===== src/amrb_pkg.sv =====
// package: register map, field layouts and constants of the airflow measurement bank
`default_nettype none
package amrb_pkg;
    // register addresses (protocol addresses, 0-based)
    localparam logic [15:0] ADDR_RELATIVE_FLOW       = 16'h0006;
    localparam logic [15:0] ADDR_ABSOLUTE_FLOW_M3H   = 16'h0007;
    localparam logic [15:0] ADDR_SENSOR_ONE_VALUE    = 16'h0008;
    localparam logic [15:0] ADDR_UNUSED_SLOT         = 16'h0009;
    localparam logic [15:0] ADDR_FLOW_SEL_LOW        = 16'h000a;
    localparam logic [15:0] ADDR_FLOW_SEL_HIGH       = 16'h000b;
    localparam logic [15:0] ADDR_ANALOG_SETPOINT     = 16'h000c;
    localparam logic [15:0] ADDR_RELATIVE_PRESSURE   = 16'h0032;
    localparam logic [15:0] ADDR_ABSOLUTE_PRESS_PA   = 16'h0033;
    localparam logic [15:0] ADDR_PRESS_SEL_LOW       = 16'h0035;
    localparam logic [15:0] ADDR_PRESS_SEL_HIGH      = 16'h0036;
    localparam logic [15:0] ADDR_TERMINATION_STATUS  = 16'h0063;

    // value limits
    localparam logic [15:0] INACTIVE_MARKER          = 16'hffff;
    localparam logic [15:0] RELATIVE_FLOW_MAX        = 16'h3a98;     // 15000
    localparam logic [15:0] ANALOG_SETPOINT_MAX      = 16'h2710;     // 10000
    localparam logic [15:0] RELATIVE_PRESSURE_MAX    = 16'h4e20;     // 20000
    localparam logic [31:0] FLOW_SEL_MAX             = 32'h1dcd_6500; // 500000000
    localparam logic [31:0] PRESS_SEL_MAX            = 32'h05f5_e100; // 100000000
    localparam logic [15:0] TERMINATION_RESET        = 16'h0000;

    // application selection codes
    localparam logic [1:0]  APP_FLOW                 = 2'h0;
    localparam logic [1:0]  APP_PRESSURE             = 2'h1;
    localparam logic [1:0]  APP_ROOM_PRESSURE        = 2'h2;

    // sensor type codes
    localparam logic [2:0]  SENSOR_NONE              = 3'h0;
    localparam logic [2:0]  SENSOR_ACTIVE            = 3'h1;
    localparam logic [2:0]  SENSOR_PASSIVE           = 3'h2;
    localparam logic [2:0]  SENSOR_SWITCH            = 3'h4;

    // setpoint source codes
    localparam logic        SOURCE_ANALOG            = 1'b0;

    // live measurements from the control core
    typedef struct packed {
        logic [15:0] relative_flow;
        logic [15:0] absolute_flow_m3h;
        logic [15:0] sensor_mv;
        logic [15:0] sensor_ohm;
        logic        sensor_switch;
        logic [31:0] flow_selected_unit;
        logic [15:0] analog_setpoint;
        logic [15:0] relative_pressure;
        logic signed [15:0] absolute_pressure_pa;
        logic signed [31:0] pressure_selected_unit;
        logic        termination_on;
    } amrb_meas_t;

    // configuration settings held elsewhere in the device
    typedef struct packed {
        logic [1:0]  application;
        logic [2:0]  sensor_type;
        logic        setpoint_source;
    } amrb_cfg_t;

    // register access request from the protocol engine
    typedef struct packed {
        logic        valid;
        logic        write;
        logic [15:0] addr;
        logic [15:0] wdata;
    } amrb_req_t;

    // answer to the protocol engine
    typedef struct packed {
        logic        valid;
        logic        ok;
        logic        refused;
        logic [15:0] rdata;
    } amrb_rsp_t;
endpackage
`default_nettype wire


===== src/amrb_clamp.sv =====
// module: saturates an unsigned measurement to its documented ceiling
`timescale 1ns/1ps
`default_nettype none
module amrb_clamp #(
    parameter int          W   = 16,
    parameter logic [W-1:0] MAX = '1
) (
    input  wire logic [W-1:0] value_in,  // raw value
    output logic      [W-1:0] value_out  // clamped value
);
    assign value_out = (value_in > MAX) ? MAX : value_in;
endmodule // amrb_clamp
`default_nettype wire


===== src/amrb_snapshot.sv =====
// module: captures the high half of a 32-bit value when its low word is read, for coherent pairs
`timescale 1ns/1ps
`default_nettype none
module amrb_snapshot (
    input  wire logic        ref_clk,  // system clock
    input  wire logic        rst,      // synchronous reset, active high
    input  wire logic        capture,  // low word read this cycle
    input  wire logic [31:0] live,     // live 32-bit value
    output logic      [15:0] high_word // high half as captured
);
    // a later high-word read returns the half that belongs to the low word already read
    always_ff @(posedge ref_clk) begin
        if (rst) begin
            high_word <= 16'h0000;
        end else if (capture) begin
            high_word <= live[31:16];
        end
    end
endmodule // amrb_snapshot
`default_nettype wire


===== src/amrb_bank.sv =====
// module: read-only airflow measurement register bank behind the protocol engine
//
// Function
// - relative flow 0..15000, 0.01 percent steps
// - no-flow applications read flow registers 65535
// - absolute flow m3/h, unsigned 16-bit
// - sensor one shows mV, ohm or switch
// - selected-unit flow low word at address 10
// - selected-unit flow high word at address 11
// - analog setpoint 0..10000, active only analog
// - relative pressure 0..20000, 0.01 percent steps
// - absolute pressure pascal, 0.1 scale, signed
// - selected-unit pressure low word at 53
// - selected-unit pressure high word at 54
// - termination status at 99, default 0
`timescale 1ns/1ps
`default_nettype none
module amrb_bank (
    input  wire logic              ref_clk,  // 40 MHz system clock
    input  wire logic              rst,      // synchronous reset, active high
    input  wire amrb_pkg::amrb_meas_t meas,  // live measurements
    input  wire amrb_pkg::amrb_cfg_t  cfg,   // current settings
    input  wire amrb_pkg::amrb_req_t  req,   // access request, one-cycle valid
    output amrb_pkg::amrb_rsp_t       rsp    // answer, one cycle after request
);
    ////////////////////////////////////////////////////////////////////////////////
    // qualifying conditions

    typedef enum logic [2:0] {
        AMRB_SENSE_NONE   = 3'b001,
        AMRB_SENSE_VOLT   = 3'b010,
        AMRB_SENSE_OTHER  = 3'b100
    } amrb_unused_t;

    logic        flow_active;
    logic        analog_active;
    logic [15:0] rel_flow_c;
    logic [15:0] setpoint_c;
    logic [15:0] rel_press_c;
    logic [31:0] flow_sel_c;
    logic [15:0] flow_high;
    logic [15:0] press_high;
    logic [15:0] sensor_word;
    logic [15:0] next_rdata;
    logic        next_ok;
    logic        low_flow_read;
    logic        low_press_read;
    logic        reading;

    assign flow_active   = (cfg.application == amrb_pkg::APP_FLOW);
    assign analog_active = (cfg.setpoint_source == amrb_pkg::SOURCE_ANALOG);
    assign reading       = req.valid && !req.write;

    ////////////////////////////////////////////////////////////////////////////////
    // range limiting

    amrb_clamp #(.W(16), .MAX(amrb_pkg::RELATIVE_FLOW_MAX)) u_clamp_flow (
        .value_in  (meas.relative_flow),
        .value_out (rel_flow_c)
    );

    amrb_clamp #(.W(16), .MAX(amrb_pkg::ANALOG_SETPOINT_MAX)) u_clamp_setpoint (
        .value_in  (meas.analog_setpoint),
        .value_out (setpoint_c)
    );

    amrb_clamp #(.W(16), .MAX(amrb_pkg::RELATIVE_PRESSURE_MAX)) u_clamp_press (
        .value_in  (meas.relative_pressure),
        .value_out (rel_press_c)
    );

    amrb_clamp #(.W(32), .MAX(amrb_pkg::FLOW_SEL_MAX)) u_clamp_flow_sel (
        .value_in  (meas.flow_selected_unit),
        .value_out (flow_sel_c)
    );

    ////////////////////////////////////////////////////////////////////////////////
    // coherent 32-bit pairs

    // master reads low word first, so the high half is frozen at that moment
    assign low_flow_read  = reading && (req.addr == amrb_pkg::ADDR_FLOW_SEL_LOW);
    assign low_press_read = reading && (req.addr == amrb_pkg::ADDR_PRESS_SEL_LOW);

    amrb_snapshot u_snap_flow (
        .ref_clk   (ref_clk),
        .rst       (rst),
        .capture   (low_flow_read),
        .live      (flow_sel_c),
        .high_word (flow_high)
    );

    amrb_snapshot u_snap_press (
        .ref_clk   (ref_clk),
        .rst       (rst),
        .capture   (low_press_read),
        .live      (meas.pressure_selected_unit),
        .high_word (press_high)
    );

    ////////////////////////////////////////////////////////////////////////////////
    // sensor one meaning

    always_comb begin
        case (cfg.sensor_type)
            amrb_pkg::SENSOR_ACTIVE:  sensor_word = meas.sensor_mv;
            amrb_pkg::SENSOR_PASSIVE: sensor_word = meas.sensor_ohm;
            amrb_pkg::SENSOR_SWITCH:  sensor_word = {15'h0000, meas.sensor_switch};
            default:                  sensor_word = amrb_pkg::INACTIVE_MARKER;
        endcase
    end

    ////////////////////////////////////////////////////////////////////////////////
    // read decode

    always_comb begin
        next_rdata = 16'h0000;
        next_ok    = 1'b1;
        case (req.addr)
            amrb_pkg::ADDR_RELATIVE_FLOW: begin
                next_rdata = flow_active ? rel_flow_c : amrb_pkg::INACTIVE_MARKER;
            end
            amrb_pkg::ADDR_ABSOLUTE_FLOW_M3H: begin
                next_rdata = flow_active ? meas.absolute_flow_m3h
                                         : amrb_pkg::INACTIVE_MARKER;
            end
            amrb_pkg::ADDR_SENSOR_ONE_VALUE: begin
                next_rdata = sensor_word;
            end
            amrb_pkg::ADDR_UNUSED_SLOT: begin
                // the slot exists but holds nothing; answered as an unmapped address
                next_ok = 1'b0;
            end
            amrb_pkg::ADDR_FLOW_SEL_LOW: begin
                next_rdata = flow_active ? flow_sel_c[15:0]
                                         : amrb_pkg::INACTIVE_MARKER;
            end
            amrb_pkg::ADDR_FLOW_SEL_HIGH: begin
                next_rdata = flow_active ? flow_high : amrb_pkg::INACTIVE_MARKER;
            end
            amrb_pkg::ADDR_ANALOG_SETPOINT: begin
                next_rdata = analog_active ? setpoint_c : amrb_pkg::INACTIVE_MARKER;
            end
            amrb_pkg::ADDR_RELATIVE_PRESSURE: begin
                next_rdata = rel_press_c;
            end
            amrb_pkg::ADDR_ABSOLUTE_PRESS_PA: begin
                next_rdata = meas.absolute_pressure_pa;
            end
            amrb_pkg::ADDR_PRESS_SEL_LOW: begin
                next_rdata = meas.pressure_selected_unit[15:0];
            end
            amrb_pkg::ADDR_PRESS_SEL_HIGH: begin
                next_rdata = press_high;
            end
            amrb_pkg::ADDR_TERMINATION_STATUS: begin
                next_rdata = {15'h0000, meas.termination_on};
            end
            default: begin
                next_ok = 1'b0;
            end
        endcase
    end

    ////////////////////////////////////////////////////////////////////////////////
    // answer register

    // nothing here is ever stored from the bus, so a write only yields a refusal
    always_ff @(posedge ref_clk) begin
        if (rst) begin
            rsp <= '{valid: 1'b0, ok: 1'b0, refused: 1'b0,
                     rdata: amrb_pkg::TERMINATION_RESET};
        end else if (req.valid) begin
            rsp.valid   <= 1'b1;
            rsp.ok      <= !req.write && next_ok;
            rsp.refused <= req.write || !next_ok;
            rsp.rdata   <= req.write ? 16'h0000 : next_rdata;
        end else begin
            rsp.valid   <= 1'b0;
            rsp.ok      <= 1'b0;
            rsp.refused <= 1'b0;
        end
    end
endmodule // amrb_bank
`default_nettype wire


===== config.mk =====
export PLATFORM = sky130hd
export DESIGN_NAME = amrb_bank
export DESIGN_NICKNAME = d
export VERILOG_FILES = /design/src/amrb_pkg.sv /design/src/amrb_clamp.sv /design/src/amrb_snapshot.sv /design/src/amrb_bank.sv
export SDC_FILE = /design/constraint.sdc
export NUM_CORES = 1
export LEC_CHECK = 0
export BUFFER_PORTS_ARGS = -buffer_cell sky130_fd_sc_hd__buf_2
export CAP_MARGIN = 40
export CORE_UTILIZATION = 30
export CTS_CLUSTER_SIZE = 12
export DETAILED_ROUTE_END_ITERATION = 7
export PLACE_DENSITY_LB_ADDON = 0.3
export SYNTH_ARGS = -nofsm -noshare
export SYNTH_HDL_FRONTEND = slang
export SYNTH_SLANG_ARGS = --single-unit

===== constraint.sdc =====
create_clock -name ref_clk -period 2.9 [get_ports ref_clk]
set_clock_uncertainty 0.15 [all_clocks]
set_input_delay 0.58 -clock ref_clk [delete_from_list [all_inputs] [get_ports ref_clk]]
set_output_delay 0.58 -clock ref_clk [all_outputs]
set_load 0.05 [all_outputs]

==> results by group, run 1 <==
STA
  – Fmax: between 0.3 and 0.4 GHz
  – Worst relative slew slack: 57.0%
  – Tightest Pin Transition: 0.636 ns
  – Setup violations, final: 0
  – Period minus WS final: ~2.7 ns
  – Hold Fails Final Rpt: 0
  – RSZ-0062 raised after global routing: false
  – Period utilisation layout: between 90% and 100%
  – Final WS setup: 0.169 ns
  – Max-slew violation count: 0
  – Setup TNS: 0 ns

Drt
  – Vias: between 5k and 6k
  – Starting DRC count in detailed routing: a little under 400
  – DRC: 0
  – DRT Wirelength: 20100 um
  – 1st-pass router iterations: 5
  – Antenna viol nets, final: 0
  – Vias/cell: 5.52
  – Wire length per cell: a little under 20 um

Finish
  – Fillers: 1423
  – Nets@finish: 1060
  – Commonest non-fill, non-tap cell in the layout: buf_2
  – Layout cells sized above 1: 40.2%
  – Multi-input gate area in the final layout: 2880 um2
  – Reg area: 1020 um2
  – Commonest cells after routing, fill and taps aside: 222 x buf_2, 93 x nand2_1, 85 x buf_4
  – Area grow syn2layout: 48.7%

Die
  – Die Width: 119 um
  – Core Area: 13200 um2
  – Die height: 119 um
  – Die Footprint: approximately 14000 um2
  – Initial Util: between 30% and 40%
  – Row cnt: 42
  – I/O Pins: 239

Critical path
  – Critical Path RT: between 2 and 3 ns
  – Critical path class: input pin to flip-flop
  – Startpoint types: input pin
  – Crit path max fanout: 14
  – CP arrival: between 2 and 3 ns
  – Worst setup EP type: flip-flop

Placed design
  – Routability Congestion: 0.975
  – I/O Buffers: roughly 220
  – HPWL Detailed: 17300 um
  – Pre-CTS setup slack: -0.0721 ns

Synthesis
  – Leading area contributor after synthesis: dfxtp_1
  – Post-synthesis adder-cell area fraction: 0%
  – Combinational family with the most area after synthesis: simple AND/OR/NAND/NOR gates
  – Async SR Flop Fraction: 0%
  – Ys flop type: dfxtp_1
  – Synthesized instance count: about 560
  – Post-synthesis compound-gate area fraction: 33.0%
  – Yosys reg bits: 51
  – Post-synthesis sequential area ratio: 25.0%
  – Syn_area_per_cell: 7.27 um2
  – Cell variety after synth: between 60 and 70
  – YS warnings: 0
  – Top post-synthesis cells by area: dfxtp_1 25%, nand2_1 8.5%, o21ai_0 6.4%
  – Syn Nets: 782
  – Post-synthesis xor/xnor area fraction: 0%
  – Synth top area share: ~25%
  – EDFF count, synth: 0
  – Simple-gate portion of the synthesized area: between 30% and 40%
  – Post-synthesis mux area share: 0%
  – Post-Syn Area: approximately 4100 um2

Global routing
  – First-pass GRT wire length: 30100 um
  – Initial antenna violation count: 1
  – Gr ovfl total: 0
  – Largest net degree at the start of global routing: 34
  – Overall Global Routing Usage: 28.2%
  – Vias in the first global route: approximately 5.5k

Min path
  – Worst hold-check path type: flip-flop to flip-flop

Power
  – Total power: 0.00172 W
  – Maximum vdd drop: 0.238 mV
  – LEAKAGE: 2.61 nW
  – Pwr/cell area: 283 nW/um2

Clock network
  – H-tree Lvls: 2
  – Clock sinks: 51
  – CTS max path bufs: 2
  – Quantity of hold-fixing buffers added after cts: 0
  – Worst-path clk slew: about 0.070 ns
  – CTS tree: done
  – CTS root buf: clkbuf_16
  – Skew-Pair Late Insertion Delay: 0.29 ns
  – Clock buffers created by TritonCTS: 5

Job
  – Max cap viols: 0

Run status
  – Status: finished, final reports clean
-- cell families (layout without fill, tap and decap cells) --
family	Yosys count	after routing
flip-flops	51	51
AO/OA/AOI/OAI	193	193
AND/OR/NAND/NOR	275	275
buffers and inverters	43	321
other	0	1
-- cells in the mapped netlist, types with 3 or more instances --
cell	n
nor4_2	3
nor2_1	45
clkbuf_1	25
o21a_1	7
buf_2	10
o211ai_1	9
a21oi_1	34
a41o_1	4
inv_1	5
o2bb2ai_1	9
nand3b_1	5
nor3_1	29
or2_2	3
a22o_1	5
a222oi_1	3
or4_1	5
and4_1	8
and3_1	3
a32oi_1	3
nor4_4	5
or3_1	6
nor4_1	11
a211oi_1	3
nand4_1	7
a22oi_1	16
or4bb_1	5
o2111ai_1	7
nand2_1	93
a2111oi_0	5
nor4b_1	3
nor2b_1	6
a221oi_1	7
a2bb2oi_1	3
nor3b_1	4
o21ai_0	52
nand3_1	14
dfxtp_1	51
nand2b_1	6
-- where the power goes --
part	internal, W	switching (W)	leakage (nW)
clock network	0.000403	0.000256	0.0769
logic	0.000170	0.000192	2.12
registers	0.000701	0.000000263	0.411
-- worst max-delay path, cell delays in order --
cell	delay, ns
buf_2	0.11
or3b_2	0.64
buf_4	0.21
o2bb2ai_1	0.26
o2111ai_1	0.20
a221oi_1	0.39
a41o_1	0.25
o211ai_1	0.09
-- path summary, 6_finish.rpt --
check                                  end                 startpoint  cells after the start  slack [ns]
setup / recovery                    rsp[1]                     cfg[1]                      8        0.17
hold reg to reg   u_snap_flow.high_word[1]   u_snap_flow.high_word[1]                      2        0.31
hold / removal    u_snap_flow.high_word[1]   u_snap_flow.high_word[1]                      2        0.31
setup reg to reg                    rsp[5]  u_snap_press.high_word[5]                      6        1.03
-- registers in the layout, summed over array words and instances, names as in the netlist --
register	count
rsp	19
u_snap_press.high_word	16
u_snap_flow.high_word	16
-- routing by layer --
metal | vias up | routed length, um | global-route usage (%)
li1 | 2720 | - | -
met1 | 2565 | 8560 | 35.2
met2 | 283 | 9230 | 46.6
met3 | 49 | 1610 | 6.37
met4 | 0 | 735 | 11.2
met5 | - | 0 | 0
-- metrics by stage --
step | instances | area [um2] | hold WS, ns | utilization, %
global route | 1017 | 6080 | 0.331 | 45.9
global placement | 1009 | 5920 | 0.291 | 44.7
finish | 1017 | 6080 | 0.305 | 45.9
detailed placement | 1009 | 5920 | 0.297 | 44.7
floorplan | 562 | 4090 | 0.279 | -
CTS | 1016 | 6070 | 0.306 | 45.9
-- what timing repair did --
action / CTS / global route
resized for setup: 0 / 1
setup endpoints to repair: 0 / 1
buffers inserted: 0 / 0
endpoints found under the hold margin: 0 / 0
-- final cells by class --
class	instances	share of cell area (%)
multi-input cells	468	47.4
repair buffers	308	29.1
flip-flops and latches	51	16.8
well taps	176	3.62
clock buffers	6	2.12
clock inverters	1	0.494
inverters	6	0.391
diodes	1	0.0412
Note: power is estimated with default switching activity, not from simulation.
==> run 2, diff against run 1 <==
Clock period 2.9 ns to 2.7 ns, I/O delays scaled along.
==> run 2 against run 1 <==
Compared with the run above:
- first-iteration DRC count is 29% higher
- register-to-register slack worse by 0.33 ns
- global-route usage is 0.55 points higher
- count of clock-buffer cells in the layout stayed put
- worst hold slack worse by 0.0051 ns
- total power is 7.3% higher
- critical endpoint is now rsp[0]
==> results by group, run 2 (synthesized netlist as in run 1, its figures left out) <==
Global routing
  – First-pass GRT wire length: 30700 um (+1.9%)
  – Overall Global Routing Usage: 28.7% (+0.55 points)
  – Gr ovfl total: 0 (unchanged)
  – Initial antenna violation count: 1 (unchanged)
  – Vias in the first global route: 5613 (+1.6%)
  – Largest net degree at the start of global routing: 34 (unchanged)

Power
  – Pwr/cell area: 288 nW/um2 (+1.8%)
  – LEAKAGE: 2.82 nW (+8.2%)
  – Maximum vdd drop: 0.219 mV (-8.0%)

Die
  – Die Width: 119 um (unchanged)
  – Core Area: 13200 um2 (unchanged)
  – Initial Util: 30.9% (unchanged)
  – I/O Pins: 239 (unchanged)
  – Die height: 119 um (unchanged)
  – Die Footprint: 14100 um2 (unchanged)
  – Row cnt: 42 (unchanged)

Clock network
  – CTS root buf: clkbuf_16
  – CTS max path bufs: 2 (unchanged)
  – Worst-path clk slew: 0.07 ns (about the same)
  – Clock buffers created by TritonCTS: 5 (unchanged)
  – Clock sinks: 51 (unchanged)
  – Quantity of hold-fixing buffers added after cts: 0 (unchanged)
  – CTS tree: done
  – H-tree Lvls: 2 (unchanged)
  – Skew-Pair Late Insertion Delay: 0.30 ns (about the same)

Placed design
  – Routability Congestion: 0.998 (+2.4%)
  – Pre-CTS setup slack: -0.329 ns (-0.257 ns)
  – I/O Buffers: 222 (unchanged)
  – HPWL Detailed: 17500 um (+1.0%)
  – DP Area: 6200 um2 (+4.7%)

Critical path
  – Reg-to-reg setup timing slack: 0.70 ns (-0.33 ns)
  – Startpoint types: input pin
  – Crit path max fanout: 9 (-5)
  – Critical path class: input pin to flip-flop
  – Critical Path RT: 2.79 ns (-0.12 ns)
  – RR Endpoint: rsp[5]
  – R2R Path Start: u_snap_press.high_word[5]
  – CP arrival: 2.75 ns (about the same)
  – Worst setup EP type: flip-flop
  – R2R cell count: 7 (+1)

Drt
  – Top routing layer used: met4
  – Vias: 5839 (+4.0%)
  – 1st-pass router iterations: 5 (unchanged)
  – Met2 wire len: 9340 um (+1.1%)
  – DRC: 0 (unchanged)
  – Vias/cell: 5.55 (+0.40%)
  – DRT Wirelength: 20500 um (+1.7%)
  – Metal-1 WL: 8720 um (+1.9%)
  – Wire length per cell: 19.4 um (-1.8%)
  – Starting DRC count in detailed routing: 506 (+29%)
  – Antenna viol nets, final: 0 (unchanged)
  – Met3 Routed Length: 1700 um (+5.3%)

Finish
  – Reg with most FFs: rsp
  – Area grow syn2layout: 56.9%
  – Layout Cell Area excl Fill: 6410 um2 (+5.5%)
  – Nets@finish: 1095 (+3.3%)
  – Max FFs per register: 19 (unchanged)
  – Commonest cells after routing, fill and taps aside: 222 x buf_2, 115 x buf_4, 93 x nand2_1
  – Commonest non-fill, non-tap cell in the layout: buf_2
  – Largest registers: rsp: 19 flops, u_snap_flow.high_word: 16 flops, u_snap_press.high_word: 16 flops
  – Layout cells sized above 1: 43.4% (+3.1 points)

Min path
  – Hold_sp: rsp[15]
  – Worst Hold End: rsp[15]
  – Worst hold-check path type: flip-flop to flip-flop
  – Hold depth: 2 (unchanged)

STA
  – Final WS setup: 0.0448 ns (-0.125 ns)
  – Fmax: 0.377 GHz
  – Hold Fails Final Rpt: 0 (unchanged)
  – Setup violations, final: 0 (unchanged)
  – Period minus WS final: about 2.7 ns
  – Worst relative slew slack: 54.3% (-2.7 points)
  – RSZ-0062 raised after global routing: false
  – Max-slew violation count: 0 (unchanged)
  – Min Hold Slack: 0.300 ns (-0.00506 ns)
  – Tightest Pin Transition: 0.677 ns (+0.0404 ns)
  – Setup TNS: 0 ns (unchanged)
  – Period utilisation layout: between 90 and 100%

Run status
  – Status: finished, final reports clean

Job
  – Max cap viols: 0 (unchanged)
run 2: how the worst max path moves through the flow:
stage,startpoint,end,cells past startpoint
after floorplan,req[25],rsp[6],9
after global placement,req[18],rsp[2],11
after detailed placement,req[18],rsp[2],11
after CTS,req[25],rsp[8],10
after global routing,req[30],rsp[7],10
final,req[26],rsp[0],8
run 2: stage by stage:
| stage | utilization, % | total power (W) | cells |
|---|---|---|---|
| after global routing | 48.4 | 0.00192 | 1053 |
| after global placement | 46.8 | 0.00118 | 1043 |
| final | 48.4 | 0.00185 | 1053 |
| after floorplan | - | 0.000898 | 562 |
| after detailed placement | 46.8 | 0.00118 | 1043 |
| after CTS | 47.9 | 0.00185 | 1051 |
run 2: area by class of cell:
type,count,area (um2)
clock buffer,6,139
sequential,51,1020
timing repair buffer,343,2070
tap,176,220
clock inverter,2,13.8
inverter,6,23.8
multi-input combinational,468,2920
fill,1466,6830
antenna,1,2.50
run 2: where the power goes:
group	total, W	internal (W)	leakage [nW]	switching (W)
Sequential	0.000753	0.000753	0.411	0.000000288
Clock	0.000675	0.000372	0.0773	0.000303
Combinational	0.000421	0.000203	2.34	0.000219
Total	0.00185	0.00133	2.82	0.000522
run 2: what timing repair did:
| action | 4_1_cts | 5_1_grt |
|---|---|---|
| endpoints found under the setup margin | 1 | 9 |
| resized for setup | 1 | 13 |
| pin swaps | 0 | 5 |
| buffers inserted | 0 | 1 |
| endpoints found under the hold margin | 0 | 0 |
run 2: critical path: stages:
cell and delay, ns:
buf_2 0.10, or4_4 0.61, or4_1 0.57, buf_4 0.20, a21oi_4 0.24, a21oi_1 0.14, o2111ai_1 0.19, a21o_1 0.17
run 2: layer usage:
metal / global-route usage (%) / vias to the layer above
li1: - / 2794
met1: 37.6 / 2713
met2: 47.0 / 287
met3: 5.16 / 45
met4: 10.0 / 0
met5: 0 / -
